--- src/hw/i2c_host_pkg.sv ---
// Constants shared by the I2C host bus-state and clocking block
package i2c_host_pkg;

   // ==========================================================
   // Register byte offsets
   localparam logic [7:0] OFS_CTRL   = 8'h00;
   localparam logic [7:0] OFS_BAUD   = 8'h04;
   localparam logic [7:0] OFS_STATUS = 8'h08;
   localparam logic [7:0] OFS_ADDR   = 8'h0c;
   localparam logic [7:0] OFS_DATA   = 8'h10;
   localparam logic [7:0] OFS_CMD    = 8'h14;

   // ==========================================================
   // Control field positions
   localparam int CTRL_EN_BIT    = 0;
   localparam int CTRL_SOFT_RESET_BIT_BIT = 1;
   localparam int CTRL_CLOCK_STRETCH_MODE_BIT = 2;
   localparam int CTRL_SMART_MODE_ENABLE_BIT  = 3;
   localparam int CTRL_HS_BIT    = 4;
   localparam int CTRL_INACT_LSB = 5;

   // ==========================================================
   // Status field positions
   localparam int ST_BUS_LSB  = 0;
   localparam int ST_ARB_BIT  = 2;
   localparam int ST_BERR_BIT = 3;
   localparam int ST_NACK_BIT = 4;
   localparam int ST_MB_BIT   = 5;
   localparam int ST_BUSY_BIT = 6;

   // ==========================================================
   // Bus state encodings and commands
   localparam logic [1:0] BS_UNKNOWN = 2'h0;
   localparam logic [1:0] BS_IDLE    = 2'h1;
   localparam logic [1:0] BS_OWNER   = 2'h2;
   localparam logic [1:0] BS_BUSY    = 2'h3;
   localparam logic [1:0] CMD_STOP   = 2'h3;

   // ==========================================================
   // Reset values
   localparam logic [31:0] BAUD_RST = 32'h0000_0000;
   localparam logic [7:0]  ADDR_RST = 8'h00;

   // ==========================================================
   // Timing
   localparam logic [9:0] SCL_EXTRA   = 10'h005;
   localparam logic [9:0] HS_EXTRA    = 10'h001;
   localparam logic [9:0] SMART_SETUP = 10'h006;
   localparam int CLK_MHZ   = 250;
   localparam int INACT_US1 = 55;
   localparam int INACT_US2 = 105;
   localparam int INACT_US3 = 205;
   localparam int INACT_CYC1 = INACT_US1 * CLK_MHZ;
   localparam int INACT_CYC2 = INACT_US2 * CLK_MHZ;
   localparam int INACT_CYC3 = INACT_US3 * CLK_MHZ;

endpackage

--- src/hw/i2c_line_sync.sv ---
// Line synchroniser with start and stop detection
`timescale 1ns/1ps
`default_nettype none
module i2c_line_sync (
   input  wire logic sys_clk_in,
   input  wire logic rst_in,
   input  wire logic scl_in,
   input  wire logic sda_in,
   output logic      scl_out,
   output logic      sda_out,
   output logic      start_out,
   output logic      stop_out
);
   // ==========================================================
   // Two-stage sync plus history stage
   logic [1:0] scl_meta_q;
   logic [1:0] sda_meta_q;
   logic       scl_last_q;
   logic       sda_last_q;

   always_ff @(posedge sys_clk_in or posedge rst_in) begin
      if (rst_in) begin
         scl_meta_q <= 2'h3;
         sda_meta_q <= 2'h3;
         scl_last_q <= 1'b1;
         sda_last_q <= 1'b1;
      end else begin
         scl_meta_q <= {scl_meta_q[0], scl_in};
         sda_meta_q <= {sda_meta_q[0], sda_in};
         scl_last_q <= scl_meta_q[1];
         sda_last_q <= sda_meta_q[1];
      end
   end

   // ==========================================================
   // SDA edges while SCL high
   assign scl_out   = scl_meta_q[1];
   assign sda_out   = sda_meta_q[1];
   assign start_out = scl_meta_q[1] && scl_last_q && sda_last_q
                      && !sda_meta_q[1];
   assign stop_out  = scl_meta_q[1] && scl_last_q && !sda_last_q
                      && sda_meta_q[1];
endmodule
`default_nettype wire

--- src/hw/i2c_host_bus.sv ---
// I2C host bus-state tracking, SCL generation and address phase
`timescale 1ns/1ps
`default_nettype none
module i2c_host_bus #(
   parameter int unsigned INACT_CYC1 = i2c_host_pkg::INACT_CYC1,
   parameter int unsigned INACT_CYC2 = i2c_host_pkg::INACT_CYC2,
   parameter int unsigned INACT_CYC3 = i2c_host_pkg::INACT_CYC3
) (
   input  wire logic        sys_clk_in,
   input  wire logic        rst_in,
   input  wire logic [7:0]  avs_address_in,
   input  wire logic        avs_read_in,
   input  wire logic        avs_write_in,
   input  wire logic [31:0] avs_writedata_in,
   input  wire logic [3:0]  avs_byteenable_in,
   output logic      [31:0] avs_readdata_out,
   output logic             avs_waitrequest_out,
   input  wire logic        scl_in,
   input  wire logic        sda_in,
   output logic             scl_out,
   output logic             scl_oe_n_out,
   output logic             sda_out,
   output logic             sda_oe_n_out
);
   import i2c_host_pkg::*;

   typedef enum logic [3:0] {
      E_IDLE, E_START, E_LOW, E_HIGH, E_HOLD, E_RS_LOW, E_RS_HIGH,
      E_STOP_LOW, E_STOP_HIGH, E_FREE
   } eng_t;

   logic        wait_q;
   logic [31:0] rdata_q;
   logic        srst_q;
   logic        en_q;
   logic        clock_stretch_mode_q;
   logic        smart_mode_enable_q;
   logic        hs_q;
   logic [1:0]  inact_sel_q;
   logic [31:0] baud_q;
   logic [7:0]  addr_q;
   logic [7:0]  data_q;
   logic [1:0]  bus_state_q;
   logic        arb_q;
   logic        berr_q;
   logic        nack_q;
   logic        mb_q;
   eng_t        eng_q;
   logic [9:0]  tcnt_q;
   logic [3:0]  bit_cnt_q;
   logic [7:0]  shift_q;
   logic        apend_q;
   logic        dpend_q;
   logic        spend_q;
   logic        scl_oe_n_q;
   logic        sda_oe_n_q;
   logic        zero_q;
   logic [15:0] inact_q;

   logic        scl_s;
   logic        sda_s;
   logic        start_det;
   logic        stop_det;

   // ==========================================================
   // Pin synchroniser and condition detectors
   i2c_line_sync u_sync (
      .sys_clk_in (sys_clk_in),
      .rst_in     (rst_in),
      .scl_in     (scl_in),
      .sda_in     (sda_in),
      .scl_out    (scl_s),
      .sda_out    (sda_s),
      .start_out  (start_det),
      .stop_out   (stop_det)
   );

   // ==========================================================
   // Bus decode
   logic take;
   logic wr_take;
   logic wr_ctrl;
   logic wr_baud;
   logic wr_status;
   logic wr_addr;
   logic wr_data;
   logic wr_cmd;

   assign take      = (avs_read_in || avs_write_in) && !wait_q;
   assign wr_take   = avs_write_in && !wait_q;
   assign wr_ctrl   = wr_take && avs_address_in == OFS_CTRL
                      && avs_byteenable_in[0];
   assign wr_baud   = wr_take && avs_address_in == OFS_BAUD && !en_q;
   assign wr_status = wr_take && avs_address_in == OFS_STATUS
                      && avs_byteenable_in[0];
   assign wr_addr   = wr_take && avs_address_in == OFS_ADDR
                      && avs_byteenable_in[0] && en_q;
   assign wr_data   = wr_take && avs_address_in == OFS_DATA
                      && avs_byteenable_in[0] && en_q;
   assign wr_cmd    = wr_take && avs_address_in == OFS_CMD
                      && avs_byteenable_in[0] && en_q
                      && avs_writedata_in[1:0] == CMD_STOP;

   // ==========================================================
   // Phase lengths
   logic [7:0] main_cnt;
   logic [7:0] low_cnt;
   logic [7:0] fmain_cnt;
   logic [7:0] flow_cnt;
   logic [9:0] t_low_c;
   logic [9:0] t_high_c;
   logic [9:0] t_low_ld;
   logic [9:0] t_high_ld;

   assign main_cnt  = baud_q[7:0];
   assign low_cnt   = baud_q[15:8];
   assign fmain_cnt = baud_q[23:16];
   assign flow_cnt  = baud_q[31:24];

   always_comb begin
      if (hs_q) begin
         t_low_c  = ((flow_cnt != 8'h00) ? {2'h0, flow_cnt}
                                         : {2'h0, fmain_cnt}) + HS_EXTRA;
         t_high_c = {2'h0, fmain_cnt} + HS_EXTRA;
      end else begin
         t_low_c  = ((low_cnt != 8'h00) ? {2'h0, low_cnt}
                                        : {2'h0, main_cnt}) + SCL_EXTRA;
         t_high_c = {2'h0, main_cnt} + SCL_EXTRA;
      end
      if (smart_mode_enable_q && t_low_c <= SMART_SETUP) begin
         t_low_c = SMART_SETUP + 10'h001;
      end
   end

   assign t_low_ld  = t_low_c - 10'h001;
   assign t_high_ld = t_high_c - 10'h001;

   // ==========================================================
   // Engine events
   logic hi_run;
   logic t_done;
   logic bit_done;
   logic berr_ev;
   logic arb_ev;
   logic ack_ev;
   logic go_start;
   logic inact_exp;
   logic [15:0] inact_lim;

   assign hi_run   = scl_s || hs_q;
   assign t_done   = tcnt_q == 10'h000;
   assign bit_done = eng_q == E_HIGH && hi_run && t_done;
   assign berr_ev  = (eng_q == E_LOW || eng_q == E_HIGH)
                     && (start_det || stop_det);
   assign arb_ev   = berr_ev
                     || (bit_done && bit_cnt_q != 4'h8 && sda_oe_n_q
                         && !sda_s)
                     || (eng_q == E_RS_HIGH && hi_run && !sda_s);
   assign ack_ev   = bit_done && bit_cnt_q == 4'h8 && !arb_ev;
   assign go_start = en_q && eng_q == E_IDLE && apend_q
                     && bus_state_q == BS_IDLE;

   always_comb begin
      case (inact_sel_q)
         2'h1:    inact_lim = INACT_CYC1[15:0];
         2'h2:    inact_lim = INACT_CYC2[15:0];
         2'h3:    inact_lim = INACT_CYC3[15:0];
         default: inact_lim = 16'hffff;
      endcase
   end
   assign inact_exp = inact_sel_q != 2'h0 && inact_q == inact_lim;

   // ==========================================================
   // Avalon slave handshake
   always_ff @(posedge sys_clk_in or posedge rst_in) begin
      if (rst_in) begin
         wait_q  <= 1'b1;
         rdata_q <= 32'h0000_0000;
      end else begin
         wait_q <= !((avs_read_in || avs_write_in) && wait_q);
         if (avs_read_in && wait_q) begin
            case (avs_address_in)
               OFS_CTRL:   rdata_q <= {25'h0, inact_sel_q, hs_q, smart_mode_enable_q,
                                       clock_stretch_mode_q, 1'b0, en_q};
               OFS_BAUD:   rdata_q <= baud_q;
               OFS_STATUS: rdata_q <= {25'h0, eng_q != E_IDLE || apend_q,
                                       mb_q, nack_q, berr_q, arb_q,
                                       bus_state_q};
               OFS_ADDR:   rdata_q <= {24'h0, addr_q};
               OFS_DATA:   rdata_q <= {24'h0, data_q};
               default:    rdata_q <= 32'h0000_0000;
            endcase
         end
      end
   end

   // ==========================================================
   // Control and baud registers
   always_ff @(posedge sys_clk_in or posedge rst_in) begin
      if (rst_in) begin
         srst_q      <= 1'b0;
         en_q        <= 1'b0;
         clock_stretch_mode_q     <= 1'b0;
         smart_mode_enable_q      <= 1'b0;
         hs_q        <= 1'b0;
         inact_sel_q <= 2'h0;
         baud_q      <= BAUD_RST;
         addr_q      <= ADDR_RST;
         data_q      <= 8'h00;
      end else if (srst_q) begin
         srst_q      <= 1'b0;
         en_q        <= 1'b0;
         clock_stretch_mode_q     <= 1'b0;
         smart_mode_enable_q      <= 1'b0;
         hs_q        <= 1'b0;
         inact_sel_q <= 2'h0;
         baud_q      <= BAUD_RST;
         addr_q      <= ADDR_RST;
         data_q      <= 8'h00;
      end else begin
         srst_q <= wr_ctrl && avs_writedata_in[CTRL_SOFT_RESET_BIT_BIT];
         if (wr_ctrl) begin
            en_q <= avs_writedata_in[CTRL_EN_BIT];
            if (!en_q) begin
               clock_stretch_mode_q     <= avs_writedata_in[CTRL_CLOCK_STRETCH_MODE_BIT];
               smart_mode_enable_q      <= avs_writedata_in[CTRL_SMART_MODE_ENABLE_BIT];
               hs_q        <= avs_writedata_in[CTRL_HS_BIT];
               inact_sel_q <= avs_writedata_in[CTRL_INACT_LSB +: 2];
            end
         end
         for (int i = 0; i < 4; i++) begin
            if (wr_baud && avs_byteenable_in[i]) begin
               baud_q[i*8 +: 8] <= avs_writedata_in[i*8 +: 8];
            end
         end
         if (wr_addr) begin
            addr_q <= avs_writedata_in[7:0];
         end
         if (wr_data) begin
            data_q <= avs_writedata_in[7:0];
         end
      end
   end

   // ==========================================================
   // Inactivity timer
   always_ff @(posedge sys_clk_in or posedge rst_in) begin
      if (rst_in) begin
         inact_q <= 16'h0000;
      end else if (!(scl_s && sda_s) || inact_exp || !en_q) begin
         inact_q <= 16'h0000;
      end else if (inact_sel_q != 2'h0) begin
         inact_q <= inact_q + 16'h0001;
      end
   end

   // ==========================================================
   // Bus state
   always_ff @(posedge sys_clk_in or posedge rst_in) begin
      if (rst_in) begin
         bus_state_q <= BS_UNKNOWN;
      end else if (srst_q || !en_q) begin
         bus_state_q <= BS_UNKNOWN;
      end else begin
         case (bus_state_q)
            BS_UNKNOWN: begin
               if ((wr_status && avs_writedata_in[1:0] == BS_IDLE)
                   || stop_det || inact_exp) begin
                  bus_state_q <= BS_IDLE;
               end
            end
            BS_IDLE: begin
               if (go_start) begin
                  bus_state_q <= BS_OWNER;
               end else if (start_det) begin
                  bus_state_q <= BS_BUSY;
               end
            end
            BS_OWNER: begin
               if (arb_ev) begin
                  bus_state_q <= BS_BUSY;
               end else if (stop_det) begin
                  bus_state_q <= BS_IDLE;
               end
            end
            BS_BUSY: begin
               if (stop_det || inact_exp) begin
                  bus_state_q <= BS_IDLE;
               end
            end
            default: bus_state_q <= BS_UNKNOWN;
         endcase
      end
   end

   // ==========================================================
   // Status flags, set wins over clear
   always_ff @(posedge sys_clk_in or posedge rst_in) begin
      if (rst_in) begin
         arb_q  <= 1'b0;
         berr_q <= 1'b0;
         nack_q <= 1'b0;
         mb_q   <= 1'b0;
      end else if (srst_q || !en_q) begin
         arb_q  <= 1'b0;
         berr_q <= 1'b0;
         nack_q <= 1'b0;
         mb_q   <= 1'b0;
      end else begin
         if (wr_addr) begin
            arb_q  <= 1'b0;
            berr_q <= 1'b0;
            nack_q <= 1'b0;
            mb_q   <= 1'b0;
         end
         if (wr_status && avs_writedata_in[ST_MB_BIT]) begin
            mb_q <= 1'b0;
         end
         if (arb_ev) begin
            arb_q <= 1'b1;
            mb_q  <= 1'b1;
         end
         if (berr_ev) begin
            berr_q <= 1'b1;
         end
         if (ack_ev) begin
            nack_q <= sda_s;
            mb_q   <= 1'b1;
         end
      end
   end

   // ==========================================================
   // Bit engine and pin drivers
   always_ff @(posedge sys_clk_in or posedge rst_in) begin
      if (rst_in) begin
         eng_q      <= E_IDLE;
         tcnt_q     <= 10'h000;
         bit_cnt_q  <= 4'h0;
         shift_q    <= 8'h00;
         apend_q    <= 1'b0;
         dpend_q    <= 1'b0;
         spend_q    <= 1'b0;
         scl_oe_n_q <= 1'b1;
         sda_oe_n_q <= 1'b1;
      end else if (srst_q || !en_q || arb_ev) begin
         eng_q      <= E_IDLE;
         tcnt_q     <= 10'h000;
         apend_q    <= 1'b0;
         dpend_q    <= 1'b0;
         spend_q    <= 1'b0;
         scl_oe_n_q <= 1'b1;
         sda_oe_n_q <= 1'b1;
      end else begin
         if (!t_done && (eng_q != E_HIGH && eng_q != E_RS_HIGH
                         && eng_q != E_STOP_HIGH || hi_run)) begin
            tcnt_q <= tcnt_q - 10'h001;
         end
         case (eng_q)
            E_IDLE: begin
               scl_oe_n_q <= 1'b1;
               sda_oe_n_q <= 1'b1;
               if (go_start) begin
                  sda_oe_n_q <= 1'b0;
                  tcnt_q     <= t_low_ld;
                  shift_q    <= addr_q;
                  apend_q    <= 1'b0;
                  eng_q      <= E_START;
               end
            end
            E_START: begin
               if (t_done) begin
                  scl_oe_n_q <= 1'b0;
                  bit_cnt_q  <= 4'h0;
                  tcnt_q     <= t_low_ld;
                  eng_q      <= E_LOW;
               end
            end
            E_LOW: begin
               sda_oe_n_q <= bit_cnt_q == 4'h8 || shift_q[7];
               if (t_done) begin
                  scl_oe_n_q <= 1'b1;
                  tcnt_q     <= t_high_ld;
                  eng_q      <= E_HIGH;
               end
            end
            E_HIGH: begin
               if (bit_done) begin
                  scl_oe_n_q <= 1'b0;
                  if (bit_cnt_q == 4'h8) begin
                     eng_q <= E_HOLD;
                  end else begin
                     shift_q   <= {shift_q[6:0], 1'b0};
                     bit_cnt_q <= bit_cnt_q + 4'h1;
                     tcnt_q    <= t_low_ld;
                     eng_q     <= E_LOW;
                  end
               end
            end
            E_HOLD: begin
               if (spend_q) begin
                  spend_q    <= 1'b0;
                  sda_oe_n_q <= 1'b0;
                  tcnt_q     <= t_low_ld;
                  eng_q      <= E_STOP_LOW;
               end else if (apend_q) begin
                  apend_q    <= 1'b0;
                  shift_q    <= addr_q;
                  sda_oe_n_q <= 1'b1;
                  tcnt_q     <= t_low_ld;
                  eng_q      <= E_RS_LOW;
               end else if (dpend_q) begin
                  dpend_q   <= 1'b0;
                  shift_q   <= data_q;
                  bit_cnt_q <= 4'h0;
                  tcnt_q    <= t_low_ld;
                  eng_q     <= E_LOW;
               end
            end
            E_RS_LOW: begin
               if (t_done) begin
                  scl_oe_n_q <= 1'b1;
                  tcnt_q     <= t_low_ld;
                  eng_q      <= E_RS_HIGH;
               end
            end
            E_RS_HIGH: begin
               if (t_done && hi_run) begin
                  sda_oe_n_q <= 1'b0;
                  tcnt_q     <= t_low_ld;
                  eng_q      <= E_START;
               end
            end
            E_STOP_LOW: begin
               if (t_done) begin
                  scl_oe_n_q <= 1'b1;
                  tcnt_q     <= t_low_ld;
                  eng_q      <= E_STOP_HIGH;
               end
            end
            E_STOP_HIGH: begin
               if (t_done && hi_run) begin
                  sda_oe_n_q <= 1'b1;
                  tcnt_q     <= t_low_ld;
                  eng_q      <= E_FREE;
               end
            end
            E_FREE: begin
               if (t_done) begin
                  eng_q <= E_IDLE;
               end
            end
            default: eng_q <= E_IDLE;
         endcase
         if (wr_addr) begin
            apend_q <= 1'b1;
         end
         if (wr_data) begin
            dpend_q <= 1'b1;
         end
         if (wr_cmd) begin
            spend_q <= 1'b1;
         end
      end
   end

   // ==========================================================
   // Output flops
   always_ff @(posedge sys_clk_in or posedge rst_in) begin
      if (rst_in) begin
         zero_q <= 1'b0;
      end else begin
         zero_q <= 1'b0;
      end
   end

   assign avs_readdata_out    = rdata_q;
   assign avs_waitrequest_out = wait_q;
   assign scl_out             = zero_q;
   assign sda_out             = zero_q;
   assign scl_oe_n_out        = scl_oe_n_q;
   assign sda_oe_n_out        = sda_oe_n_q;
endmodule
`default_nettype wire

--- config.mk ---
export PLATFORM = sky130hd
export DESIGN_NAME = i2c_host_bus
export DESIGN_NICKNAME = d
export VERILOG_FILES = /design/src/hw/i2c_host_pkg.sv /design/src/hw/i2c_line_sync.sv /design/src/hw/i2c_host_bus.sv
export SDC_FILE = /design/constraint.sdc
export NUM_CORES = 1
export LEC_CHECK = 0
export ABC_CLOCK_PERIOD_IN_PS = 8100
export BUFFER_PORTS_ARGS = -buffer_cell sky130_fd_sc_hd__buf_2
export CORE_MARGIN = 2
export CORE_UTILIZATION = 45
export DETAILED_ROUTE_END_ITERATION = 7
export GPL_TIMING_DRIVEN = 0
export HOLD_SLACK_MARGIN = 0.1
export PLACE_DENSITY = 0.65
export SKIP_LAST_GASP = 1
export SYNTH_ARGS = -nofsm -noshare
export SYNTH_HDL_FRONTEND = slang
export SYNTH_SLANG_ARGS = --single-unit
--- constraint.sdc ---
create_clock -name sys_clk_in -period 8.1 [get_ports sys_clk_in]
set_clock_uncertainty 0.1 [all_clocks]
set_input_delay 1.215 -clock sys_clk_in [delete_from_list [all_inputs] [get_ports sys_clk_in]]
set_output_delay 1.215 -clock sys_clk_in [all_outputs]
set_load 0.01 [all_outputs]
==> flow_results.xml, run 1 <==
<?xml version="1.0" encoding="UTF-8"?>
<metrics>
  <group name="outcome">
    <metric name="run_status" unit="">finished clean</metric>
  </group>
  <group name="worst_setup_path">
    <metric name="setup.worst_path.start" unit="">baud_q[11]</metric>
    <metric name="cp.required" unit="ps">8280</metric>
    <metric name="worstSetupEndpointType" unit="">register</metric>
    <metric name="startpoint_type" unit="">register</metric>
    <metric name="worstReg2RegStart" unit="">baud_q[11]</metric>
    <metric name="crit_fanout" unit="">6</metric>
    <metric name="timing_worst_setup_path_type" unit="">register to register</metric>
    <metric name="critPathArrivalTime" unit="ps">4660</metric>
  </group>
  <group name="clock_network">
    <metric name="htree_num_levels" unit="">4</metric>
    <metric name="maximum_buffer_depth_of_the_clock_tree" unit="">2</metric>
    <metric name="cts_repair_resize_count" unit="">0</metric>
    <metric name="clock_latency_reported_for_the_late_side_of_the_worst_skew_pair" unit="ps">430</metric>
    <metric name="postCtsSetupRepairBufs" unit="">0</metric>
    <metric name="cts_inserted_buffers" unit="">17</metric>
    <metric name="cts_root_buf" unit="">clkbuf_16</metric>
    <metric name="clkTransAtPathRegs" unit="ps">60</metric>
    <metric name="cts_tree" unit="">yes</metric>
    <metric name="cts_hold_repair.buffers" unit="">0</metric>
    <metric name="cts.sink_count" unit="">147</metric>
  </group>
  <group name="synthesis">
    <metric name="ys_seq_area_frac" unit="">0.3968</metric>
    <metric name="yosys.area.top_type" unit="">dfrtp_1</metric>
    <metric name="postSynthAreaPerCell" unit="um^2">8.400</metric>
    <metric name="synth.area.top_cells" unit="">dfrtp_1 37%, nand2_1 6.2%, a21oi_1 4.6%</metric>
    <metric name="ys_warn_count" unit="">0</metric>
    <metric name="synth-main-ff-cell" unit="">dfrtp_1</metric>
    <metric name="async_flop_share" unit="">1.000</metric>
    <metric name="yosys.cell_types.count" unit="">84</metric>
    <metric name="postSynthRegisterBits" unit="">147</metric>
    <metric name="synth-edff-count" unit="">0</metric>
    <metric name="post_synth_instance_area" unit="um^2">9299</metric>
    <metric name="top_area_cell_type_share_of_the_netlist_area" unit="">0.3714</metric>
    <metric name="netlist_instances" unit="">1107</metric>
  </group>
  <group name="grt">
    <metric name="grt_start_max_net_pins" unit="">76</metric>
    <metric name="grt_first_pass_wirelength" unit="um">44810</metric>
    <metric name="grt_overflow_total" unit="">0</metric>
    <metric name="grt_pass1_vias" unit="">8324</metric>
    <metric name="grt_antenna_before_repair" unit="">0</metric>
    <metric name="total_routing_resource_utilization_after_global_routing" unit="">0.2583</metric>
  </group>
  <group name="drt">
    <metric name="vias" unit="">8741</metric>
    <metric name="antenna_violating_nets_post_route" unit="">0</metric>
    <metric name="routedWlPerCell" unit="um">18.29</metric>
    <metric name="first_pass_iters" unit="">5</metric>
    <metric name="drc" unit="">0</metric>
    <metric name="route.final.wire_length" unit="um">27250</metric>
    <metric name="viasPerCell" unit="">5.866</metric>
    <metric name="drt_first_iter_violations" unit="">900</metric>
  </group>
  <group name="place">
    <metric name="final_hpwl_dp" unit="um">19580</metric>
    <metric name="place.port_buffers" unit="">79</metric>
    <metric name="routabilityCongestion" unit="">0.9533</metric>
    <metric name="placedInstanceArea" unit="um^2">10070</metric>
    <metric name="place.detailed.instances" unit="">1458</metric>
  </group>
  <group name="pwr">
    <metric name="vdd_drop_max" unit="uV">135.0</metric>
    <metric name="total_leakage_power" unit="uW">0.004568</metric>
    <metric name="cell_area_power_density" unit="nW/um^2">159.4</metric>
  </group>
  <group name="floorplan">
    <metric name="core_region_area" unit="um^2">20230</metric>
    <metric name="die_w" unit="um">147.8</metric>
    <metric name="num_io_pins" unit="">87</metric>
    <metric name="die-area" unit="um^2">21830</metric>
    <metric name="rows" unit="">52</metric>
    <metric name="dieHeight" unit="um">147.8</metric>
    <metric name="initial_core_utilization" unit="">0.4596</metric>
  </group>
  <group name="layout">
    <metric name="final_cell_count_no_fill" unit="">1490</metric>
    <metric name="fillCellCount" unit="">1935</metric>
    <metric name="final_std_cell_area_no_fill" unit="um^2">10690</metric>
    <metric name="diodes" unit="">0</metric>
    <metric name="fin_nets" unit="">1277</metric>
    <metric name="area_growth_syn_to_layout" unit="%">14.96</metric>
    <metric name="drive_gt1_frac" unit="">0.1270</metric>
    <metric name="layout.core_utilization" unit="">0.5283</metric>
  </group>
  <group name="min_path">
    <metric name="hp-class" unit="">register to register</metric>
    <metric name="hp-start" unit="">u_sync.scl_meta_q[0]</metric>
  </group>
  <group name="sta">
    <metric name="endpoints_failing_setup" unit="">0</metric>
    <metric name="layout_min_cycle_time" unit="ps">4481</metric>
    <metric name="hold_violations" unit="">0</metric>
    <metric name="setup-tns-final" unit="ps">0</metric>
    <metric name="rsz0062_at_grt" unit="">false</metric>
    <metric name="max_freq" unit="MHz">223.2</metric>
    <metric name="slew_headroom" unit="">0.04801</metric>
    <metric name="tightest_slew" unit="ps">1425</metric>
    <metric name="final_min_period_over_clock_period" unit="">0.5532</metric>
    <metric name="fin_hold_ws" unit="ps">257.3</metric>
    <metric name="slew_viol_final" unit="">0</metric>
  </group>
  <group name="run">
    <metric name="max-cap-violations" unit="">0</metric>
  </group>
</metrics>
[power breakdown]
part	switching, uW	internal, uW	total, uW	leakage, uW
sequential	7.42	741	749	0.00202
combinational	67.6	31.1	98.7	0.00225
clock	338	520	857	0.000297
[layer usage]
layer  track usage  vias up  share of wire
met5             0        -              0
met4       0.06731        0          0.018
met1        0.3808     4259           0.47
li1              -     4162              -
met3       0.04074       39          0.062
met2        0.3977      281           0.45
[cell type report]
type | instances | area, um^2 | share of cell area
Sequential cell | 147 | 3690 | 0.3452
Buffer | 62 | 246.5 | 0.02306
Timing Repair Buffer | 80 | 422.9 | 0.03956
Tap cell | 270 | 337.8 | 0.03160
Inverter | 35 | 136.4 | 0.01276
Clock buffer | 21 | 440.4 | 0.04120
Clock inverter | 11 | 176.4 | 0.01650
Multi-Input combinational cell | 864 | 5240 | 0.4902
[synth_stat cells (11+ instances only)]
cell,number
clkbuf_1,49
nor3_1,18
inv_1,35
o21ai_0,76
xnor2_1,34
ha_1,20
nand2_1,153
nand2b_1,15
a31oi_1,16
a211oi_1,12
nand4_1,14
nor4_1,12
a21oi_1,85
xor2_1,23
nor2_1,112
and3_1,11
nand3_1,67
mux2i_1,32
dfrtp_1,138
[cell usage in the layout (no fill, tap or decap), drive strengths merged, types with 33 or more instances in the layout]
cell / netlist / layout
mux2i: 33 / 33
clkbuf: 50 / 71
xnor2: 34 / 34
buf: 12 / 92
nand3: 67 / 67
inv: 35 / 38
a21oi: 86 / 86
nor2: 112 / 112
o21ai: 76 / 76
nand2: 153 / 153
dfrtp: 138 / 138
[worst max-delay path, stage by stage (launching register included)]
cell and delay (ps):
dfrtp_1 460, nor4_2 550, a31oi_1 290, inv_1 170, ha_1 190, inv_1 120
a2111oi_4 310, xnor2_1 170, a221o_1 390, nor2b_4 190, nand4_2 160, and2_2 240
ha_1 210, and2_1 190, and2_1 200, and4b_1 190, nand3_1 80, a31oi_1 110
[registers in the layout (all words and copies together) (netlist names), 2 cells and up]
signal             flops
avs_readdata_out      32
baud_q                32
inact_q               16
tcnt_q                10
addr_q                 8
data_q                 8
shift_q                8
bit_cnt_q              4
eng_q                  4
bus_state_q            2
inact_sel_q            2
u_sync.scl_meta_q      2
u_sync.sda_meta_q      2
[cell families (layout without fill, tap and decap cells)]
family          after synthesis  in the layout  synth area share
mux                          38             38           0.04198
simple gates                474            474            0.2531
fa+ha+maj                    20             20           0.02691
flops                       147            147            0.3968
other cells                   1              2         0.0004033
xor+xnor                     57             57           0.05369
buf+inv                      97            209           0.04063
compound gates              273            273            0.1865
[path summary, 6_finish.rpt]
path	to	slack (ps)	cells past startpoint
worst max-delay path	tcnt_q[8]	3620	17
max in group asynchronous	u_sync.scl_meta_q[1]	6250	3
worst max register to register	tcnt_q[8]	3620	17
worst min register to register	u_sync.scl_meta_q[1]	260	0
worst min-delay path	u_sync.scl_meta_q[1]	260	0
min in group asynchronous	baud_q[9]	810	2
[per-stage QoR]
step / power, uW / setup slack [ps]
global route: 1759 / 3293
finish: 1704 / 3619
CTS: 1715 / 3671
global placement: 857.3 / 919.9
detailed placement: 860.0 / 3722
floorplan: 819.0 / 2849
Note: power is estimated with default switching activity, not from simulation.
==> run 2: changes to the inputs <==
--- a/config.mk
+++ b/config.mk
@@ -5,7 +5,8 @@
 export SDC_FILE = /design/constraint.sdc
 export NUM_CORES = 1
 export LEC_CHECK = 0
-export ABC_CLOCK_PERIOD_IN_PS = 8100
+export ABC_AREA = 1
+export ABC_CLOCK_PERIOD_IN_PS = 4400
 export BUFFER_PORTS_ARGS = -buffer_cell sky130_fd_sc_hd__buf_2
 export CORE_MARGIN = 2
 export CORE_UTILIZATION = 45
==> constraint.sdc (replaced) <==
create_clock -name sys_clk_in -period 4.4 [get_ports sys_clk_in]
set_clock_uncertainty 0.1 [all_clocks]
set_input_delay 0.66 -clock sys_clk_in [delete_from_list [all_inputs] [get_ports sys_clk_in]]
set_output_delay 0.66 -clock sys_clk_in [all_outputs]
set_load 0.01 [all_outputs]
==> run 2 against run 1 <==
Design area increased by 1.6%; clock power increased by 87%; via count increased by 5.0%; cell count increased by 13%; critical path depth increased by 4; register-to-register slack got worse by 3000 ps; synthesized area increased by 0.94%; first-iteration DRC count decreased by 28%; die area increased by 0.92%; sequential share of layout area decreased by 0.55 points; clock-buffer cell count decreased by 2.
==> flow_results.xml, run 2 <==
<?xml version="1.0" encoding="UTF-8"?>
<metrics>
  <group name="sta">
    <metric name="layout_min_cycle_time" unit="ps">3760</metric>
    <metric name="tightest_slew" unit="ps">985.4</metric>
    <metric name="pnr_worst_setup_slack" unit="ps">640.1</metric>
    <metric name="slew_viol_final" unit="">0</metric>
    <metric name="slew_headroom" unit="">0.3380</metric>
    <metric name="fin_hold_ws" unit="ps">115.4</metric>
    <metric name="max_freq" unit="MHz">266.0</metric>
    <metric name="hold_violations" unit="">0</metric>
    <metric name="setup-tns-final" unit="ps">0</metric>
    <metric name="endpoints_failing_setup" unit="">0</metric>
    <metric name="rsz0062_at_grt" unit="">false</metric>
    <metric name="final_min_period_over_clock_period" unit="">0.8545</metric>
  </group>
  <group name="grt">
    <metric name="total_routing_resource_utilization_after_global_routing" unit="">0.2564</metric>
    <metric name="grt_antenna_before_repair" unit="">0</metric>
    <metric name="grt_first_pass_wirelength" unit="um">44930</metric>
    <metric name="grt_start_max_net_pins" unit="">41</metric>
    <metric name="grt_overflow_total" unit="">0</metric>
    <metric name="grt_pass1_vias" unit="">8940</metric>
  </group>
  <group name="worst_setup_path">
    <metric name="reg2reg_depth" unit="">21</metric>
    <metric name="cpLargestDelayFamily" unit="">simple AND/OR/NAND/NOR gates</metric>
    <metric name="cp.required" unit="ps">4620</metric>
    <metric name="critical_path_cell_with_the_highest_stage_delay" unit="">dfrtp_1</metric>
    <metric name="cp_num_cells" unit="">21</metric>
    <metric name="crit_path_max_incr_delay" unit="ps">410</metric>
    <metric name="worstSetupEndpointType" unit="">register</metric>
    <metric name="timing_worst_setup_path_type" unit="">register to register</metric>
    <metric name="critPathArrivalTime" unit="ps">3980</metric>
    <metric name="critical_path.n_buffers_inverters" unit="">2</metric>
    <metric name="timing.critical_path.cells" unit="">nor2_1, nand2_1, nor2_4, nand2_1, nand2_2, ha_1, mux2i_1, nor2_1, a21oi_1, nand2_1, nor2_2, nand3_4, and2_1, ha_1, inv_1, o21ai_0, nand2_1, o21ai_0, nand3_1, o211ai_1, inv_1</metric>
    <metric name="startpoint_type" unit="">register</metric>
    <metric name="worst_path_most_repeated_cell" unit="">nand2_1</metric>
    <metric name="crit_fanout" unit="">8</metric>
  </group>
  <group name="pwr">
    <metric name="finalPower" unit="uW">3271</metric>
    <metric name="total_leakage_power" unit="uW">0.005029</metric>
    <metric name="cell_area_power_density" unit="nW/um^2">301.1</metric>
    <metric name="vdd_drop_max" unit="uV">281.5</metric>
  </group>
  <group name="outcome">
    <metric name="run_status" unit="">finished clean</metric>
  </group>
  <group name="floorplan">
    <metric name="initial_core_utilization" unit="">0.4609</metric>
    <metric name="core_region_area" unit="um^2">20360</metric>
    <metric name="die-area" unit="um^2">22030</metric>
    <metric name="rows" unit="">52</metric>
    <metric name="die_w" unit="um">148.4</metric>
    <metric name="num_io_pins" unit="">87</metric>
    <metric name="dieHeight" unit="um">148.4</metric>
  </group>
  <group name="synthesis">
    <metric name="postSynthAreaPerCell" unit="um^2">7.265</metric>
    <metric name="netlist_instances" unit="">1292</metric>
    <metric name="synth-edff-count" unit="">0</metric>
    <metric name="post_synth_instance_area" unit="um^2">9387</metric>
    <metric name="ys_top_cells_by_count" unit="">290 x nand2_1, 159 x inv_1, 138 x dfrtp_1</metric>
    <metric name="post-synth-top-count-cell" unit="">nand2_1</metric>
    <metric name="top_area_cell_type_share_of_the_netlist_area" unit="">0.3679</metric>
    <metric name="yosys.area.top_type" unit="">dfrtp_1</metric>
    <metric name="async_flop_share" unit="">1.000</metric>
    <metric name="postSynthRegisterBits" unit="">147</metric>
    <metric name="ys_seq_area_frac" unit="">0.3931</metric>
    <metric name="ys_warn_count" unit="">0</metric>
    <metric name="yosys.cell_types.count" unit="">60</metric>
    <metric name="synth.area.top_cells" unit="">dfrtp_1 37%, nand2_1 12%, inv_1 6.4%</metric>
    <metric name="synth-main-ff-cell" unit="">dfrtp_1</metric>
  </group>
  <group name="clock_network">
    <metric name="cts_inserted_buffers" unit="">17</metric>
    <metric name="cts_tree" unit="">yes</metric>
    <metric name="postCtsSetupRepairBufs" unit="">0</metric>
    <metric name="cts.sink_count" unit="">147</metric>
    <metric name="clkTransAtPathRegs" unit="ps">70</metric>
    <metric name="cts_hold_repair.buffers" unit="">0</metric>
    <metric name="cts_root_buf" unit="">clkbuf_16</metric>
    <metric name="htree_num_levels" unit="">4</metric>
    <metric name="maximum_buffer_depth_of_the_clock_tree" unit="">2</metric>
    <metric name="cts_repair_resize_count" unit="">0</metric>
    <metric name="clock_latency_reported_for_the_late_side_of_the_worst_skew_pair" unit="ps">440</metric>
  </group>
  <group name="min_path">
    <metric name="hp-class" unit="">input pin to asynchronous set/reset pin</metric>
  </group>
  <group name="drt">
    <metric name="routedWlPerCell" unit="um">16.26</metric>
    <metric name="drc" unit="">0</metric>
    <metric name="antenna_violating_nets_post_route" unit="">0</metric>
    <metric name="viasPerCell" unit="">5.453</metric>
    <metric name="route.final.wire_length" unit="um">27370</metric>
    <metric name="drt_first_iter_violations" unit="">644</metric>
    <metric name="vias" unit="">9178</metric>
    <metric name="first_pass_iters" unit="">6</metric>
  </group>
  <group name="layout">
    <metric name="mostFrequentLayoutCell" unit="">nand2_1</metric>
    <metric name="most-common-layout-cells" unit="">290 x nand2_1, 158 x inv_1, 138 x dfrtp_1, 127 x nor2_1, 119 x o21ai_0</metric>
    <metric name="area_growth_syn_to_layout" unit="%">15.73</metric>
    <metric name="fin_nets" unit="">1470</metric>
    <metric name="diodes" unit="">0</metric>
    <metric name="fillCellCount" unit="">1996</metric>
    <metric name="drive_gt1_frac" unit="">0.1373</metric>
  </group>
  <group name="run">
    <metric name="max-cap-violations" unit="">0</metric>
  </group>
  <group name="place">
    <metric name="place.port_buffers" unit="">84</metric>
    <metric name="pre_cts_ws" unit="ps">687.3</metric>
    <metric name="routabilityCongestion" unit="">0.9426</metric>
    <metric name="final_hpwl_dp" unit="um">20910</metric>
  </group>
</metrics>
run 2: changes by cell type after synthesis, moves of 19 or more:
cell	previous run	this run
inv_1	35	159
nand3_1	67	102
nand2_2	0	19
o21ai_0	76	119
xnor2_1	34	6
nand2_1	153	290
a21oi_1	85	49
mux2i_1	32	1
o31ai_1	3	24
clkbuf_1	49	27
run 2: cell families after synthesis:
group                    Yosys count  share of synthesized area
AO/OA/AOI/OAI                    262                     0.1677
XOR/XNOR                          22                    0.02133
adder cells (fa/ha/maj)           20                    0.02666
buffers and inverters            209                    0.08558
flip-flops                       147                     0.3931
multiplexers                       1                   0.001066
other                              1                  0.0003995
AND/OR/NAND/NOR                  630                     0.3042
run 2: worst paths after layout:
| check | start | end | slack [ps] |
|---|---|---|---|
| worst min-delay path | rst_in | inact_q[3] | 120 |
| max in group asynchronous | rst_in | u_sync.sda_meta_q[0] | 3280 |
| worst min register to register | u_sync.scl_meta_q[0] | u_sync.scl_meta_q[1] | 260 |
| worst max register to register | baud_q[31] | tcnt_q[1] | 640 |
| min in group sys_clk_in | scl_in | u_sync.scl_meta_q[0] | 220 |
| worst max-delay path | baud_q[31] | tcnt_q[1] | 640 |
run 2: per-layer routing:
layer	vias to the layer above	GRT usage	wire [um]
li1	4517	-	-
met4	0	0.08476	698
met2	304	0.4197	12680
met5	-	0	0
met3	51	0.04693	1621
met1	4306	0.3448	12370
run 2: layout make-up:
cell class	count	area, um^2	share of cell area
multi-input combinational	937	4897	0.4508
buffer	33	140.1	0.01290
clock inverter	13	197.7	0.01820
clock buffer	19	432.9	0.03985
sequential	147	3690	0.3397
timing repair buffer	88	500.5	0.04607
inverter	176	666.9	0.06139
tap	270	337.8	0.03110
run 2: per-stage QoR:
step	area [um^2]	std cells	utilization
detailed placement	10230	1651	0.5025
global placement	10150	1647	0.4985
floorplan	9394	1293	-
CTS	10860	1683	0.5334
global route	10860	1683	0.5334
finish	10860	1683	0.5334
run 2: power by group:
| group | internal, uW | switching (uW) | leakage (uW) |
|---|---|---|---|
| sequential | 1370 | 20.3 | 0.00201 |
| clock | 962 | 641 | 0.000302 |
| combinational | 86.7 | 187 | 0.00271 |
run 2: worst register-to-register path, delay by kind of cell, from the launching register on:
family,cells,cell delay (ps)
simple gates,12,1480
compound gates,4,580
buf+inv,2,130
mux,1,350
fa+ha+maj,2,590
flops,1,410
==> run 3: changes to the inputs <==
--- a/config.mk
+++ b/config.mk
@@ -8,12 +8,14 @@
 export ABC_AREA = 1
 export ABC_CLOCK_PERIOD_IN_PS = 4400
 export BUFFER_PORTS_ARGS = -buffer_cell sky130_fd_sc_hd__buf_2
+export CELL_PAD_IN_SITES_DETAIL_PLACEMENT = 0
+export CELL_PAD_IN_SITES_GLOBAL_PLACEMENT = 1
 export CORE_MARGIN = 2
-export CORE_UTILIZATION = 45
+export CORE_UTILIZATION = 44
 export DETAILED_ROUTE_END_ITERATION = 7
 export GPL_TIMING_DRIVEN = 0
 export HOLD_SLACK_MARGIN = 0.1
-export PLACE_DENSITY = 0.65
+export PLACE_DENSITY = 0.83
 export SKIP_LAST_GASP = 1
 export SYNTH_ARGS = -nofsm -noshare
 export SYNTH_HDL_FRONTEND = slang
==> run 3 against run 2 <==
Flip-flop and latch count unchanged; combinational power about the same; setup slack improved by 53 ps; first-iteration DRC count decreased by 11%; wire length increased by 2.6%; clock-buffer cell count decreased by 2; total power decreased by 2.4%; highest routed layer unchanged; utilization decreased by 1.6 points; die area increased by 2.2%; non-clock buffer count decreased by 1; design area decreased by 0.23%.
==> flow_results.xml, run 3 (same netlist as run 2, synthesis figures left out) <==
<?xml version="1.0" encoding="UTF-8"?>
<metrics>
  <group name="grt">
    <metric name="grt_overflow_total" unit="">0</metric>
    <metric name="grt_first_pass_wirelength" unit="um">46060</metric>
    <metric name="total_routing_resource_utilization_after_global_routing" unit="">0.2613</metric>
    <metric name="grt_antenna_before_repair" unit="">0</metric>
    <metric name="grt_start_max_net_pins" unit="">45</metric>
    <metric name="grt_pass1_vias" unit="">8958</metric>
  </group>
  <group name="pwr">
    <metric name="vdd_drop_max" unit="uV">258.4</metric>
    <metric name="cell_area_power_density" unit="nW/um^2">294.6</metric>
    <metric name="net-switching-power" unit="uW">915.6</metric>
    <metric name="power.share.switching" unit="">0.2868</metric>
    <metric name="total_leakage_power" unit="uW">0.005013</metric>
    <metric name="power_frac_seq" unit="">0.436</metric>
    <metric name="finalPower" unit="uW">3192</metric>
    <metric name="clockPowerShare" unit="">0.478</metric>
    <metric name="p_int" unit="uW">2277</metric>
    <metric name="combPwrFrac" unit="">0.086</metric>
  </group>
  <group name="clock_network">
    <metric name="cts.sink_count" unit="">147</metric>
    <metric name="cts_tree" unit="">yes</metric>
    <metric name="cts_root_buf" unit="">clkbuf_16</metric>
    <metric name="maximum_buffer_depth_of_the_clock_tree" unit="">2</metric>
    <metric name="htree_num_levels" unit="">4</metric>
    <metric name="cts_hold_repair.buffers" unit="">0</metric>
    <metric name="clock_latency_reported_for_the_late_side_of_the_worst_skew_pair" unit="ps">440</metric>
    <metric name="cts_inserted_buffers" unit="">17</metric>
    <metric name="postCtsSetupRepairBufs" unit="">0</metric>
    <metric name="clkTransAtPathRegs" unit="ps">70</metric>
    <metric name="cts_repair_resize_count" unit="">0</metric>
  </group>
  <group name="layout">
    <metric name="fillCellCount" unit="">2123</metric>
    <metric name="drive_gt1_frac" unit="">0.1381</metric>
    <metric name="fin_nets" unit="">1469</metric>
    <metric name="diodes" unit="">0</metric>
    <metric name="mostFrequentLayoutCell" unit="">nand2_1</metric>
    <metric name="most-common-layout-cells" unit="">290 x nand2_1, 158 x inv_1, 138 x dfrtp_1, 127 x nor2_1, 119 x o21ai_0</metric>
    <metric name="area_growth_syn_to_layout" unit="%">15.46</metric>
  </group>
  <group name="drt">
    <metric name="drc" unit="">0</metric>
    <metric name="maxUsedRoutingLayer" unit="">met4</metric>
    <metric name="route.final.wire_length" unit="um">28090</metric>
    <metric name="vias" unit="">9258</metric>
    <metric name="drt_first_iter_violations" unit="">570</metric>
    <metric name="antenna_violating_nets_post_route" unit="">0</metric>
    <metric name="wl_met2" unit="um">13140</metric>
    <metric name="routedWlPerCell" unit="um">16.65</metric>
    <metric name="first_pass_iters" unit="">8</metric>
    <metric name="routedLengthMet1" unit="um">12850</metric>
    <metric name="viasPerCell" unit="">5.488</metric>
    <metric name="routed-wl-met3" unit="um">1437</metric>
  </group>
  <group name="worst_setup_path">
    <metric name="crit_fanout" unit="">8</metric>
    <metric name="timing_worst_setup_path_type" unit="">register to register</metric>
    <metric name="cp.required" unit="ps">4630</metric>
    <metric name="cpLargestDelayFamily" unit="">simple AND/OR/NAND/NOR gates</metric>
    <metric name="crit_path_max_incr_delay" unit="ps">430</metric>
    <metric name="critical_path_cell_with_the_highest_stage_delay" unit="">dfrtp_1</metric>
    <metric name="worstSetupEndpointType" unit="">register</metric>
    <metric name="startpoint_type" unit="">register</metric>
    <metric name="critical_path.n_buffers_inverters" unit="">2</metric>
    <metric name="worst_path_most_repeated_cell" unit="">nand2_1</metric>
    <metric name="timing.critical_path.cells" unit="">nor2_1, nand2_1, nor2_4, nand2_1, nand2_2, ha_1, mux2i_1, nor2_1, a21oi_1, nand2_1, nor2_2, nand3_4, and2_1, ha_1, inv_1, o21ai_0, nand2_1, o21ai_0, nand3_1, o211ai_1, inv_1</metric>
    <metric name="critPathArrivalTime" unit="ps">3940</metric>
  </group>
  <group name="floorplan">
    <metric name="initial_core_utilization" unit="">0.4479</metric>
    <metric name="rows" unit="">53</metric>
    <metric name="num_io_pins" unit="">87</metric>
    <metric name="die_w" unit="um">150.1</metric>
    <metric name="core_region_area" unit="um^2">20960</metric>
    <metric name="dieHeight" unit="um">150.1</metric>
    <metric name="die-area" unit="um^2">22520</metric>
  </group>
  <group name="sta">
    <metric name="max_freq" unit="MHz">269.8</metric>
    <metric name="slew_viol_final" unit="">0</metric>
    <metric name="final_min_period_over_clock_period" unit="">0.8425</metric>
    <metric name="slew_headroom" unit="">0.1251</metric>
    <metric name="tightest_slew" unit="ps">1302</metric>
    <metric name="layout_min_cycle_time" unit="ps">3707</metric>
    <metric name="endpoints_failing_setup" unit="">0</metric>
    <metric name="setup-tns-final" unit="ps">0</metric>
    <metric name="rsz0062_at_grt" unit="">false</metric>
    <metric name="hold_violations" unit="">0</metric>
  </group>
  <group name="min_path">
    <metric name="hp-class" unit="">input pin to asynchronous set/reset pin</metric>
  </group>
  <group name="place">
    <metric name="routabilityCongestion" unit="">0.9092</metric>
    <metric name="place.port_buffers" unit="">84</metric>
    <metric name="final_hpwl_dp" unit="um">21620</metric>
  </group>
  <group name="run">
    <metric name="max-cap-violations" unit="">0</metric>
  </group>
  <group name="outcome">
    <metric name="run_status" unit="">finished clean</metric>
  </group>
</metrics>
run 3: cell types whose count changed in the layout (fill, tap and decap cells not counted), sizes merged:
cell	delta
inv	+1
clkinv	+4
clkbuf	-2
bufinv	-3
buf	-1
run 3: stage by stage:
step / hold WS, ps / worst slack [ps] / util / cells / instance area, um^2
2_1_floorplan: 245.2 / 1271 / - / 1293 / 9394
3_3_place_gp: 246.9 / 680.0 / 0.4848 / 1652 / 10160
3_5_place_dp: 246.8 / 721.6 / 0.4876 / 1655 / 10220
4_1_cts: 196.9 / 692.6 / 0.5172 / 1687 / 10840
5_1_grt: 201.9 / 358.7 / 0.5172 / 1687 / 10840
6_report: 198.9 / 692.9 / 0.5172 / 1687 / 10840
run 3: layout make-up:
type / count / area (um^2) / area share
Tap cell: 275 / 344.1 / 0.03175
Sequential cell: 147 / 3690 / 0.3405
Buffer: 33 / 140.1 / 0.01293
Timing Repair Buffer: 87 / 480.5 / 0.04433
Clock buffer: 17 / 425.4 / 0.03925
Clock inverter: 15 / 193.9 / 0.01789
Multi-Input combinational cell: 937 / 4897 / 0.4519
Inverter: 176 / 666.9 / 0.06153
run 3: final timing paths:
kind	depth (start not counted)	to	from	slack (ps)
setup / recovery	21	tcnt_q[1]	baud_q[31]	690
hold / removal	2	avs_readdata_out[12]	rst_in	200
setup reg to reg	21	tcnt_q[1]	baud_q[31]	690
hold reg to reg	0	u_sync.sda_meta_q[1]	u_sync.sda_meta_q[0]	260
max in group asynchronous	3	u_sync.sda_last_q	rst_in	3310
min in group sys_clk_in	1	u_sync.scl_meta_q[0]	scl_in	210
run 3: power by group through the flow:
| stage | sequential, uW | clock [uW] | combinational [uW] |
|---|---|---|---|
| after floorplan | 1410 | 0 | 172 |
| after global placement | 1420 | 0 | 265 |
| after detailed placement | 1420 | 0 | 273 |
| after CTS | 1390 | 1550 | 274 |
| after global routing | 1390 | 1600 | 307 |
| final | 1390 | 1530 | 274 |
run 3: layer usage:
layer	global-route usage	vias up
met2	0.4358	293
met3	0.04360	56
met1	0.3471	4378
met5	0	-
li1	-	4531
met4	0.08208	0
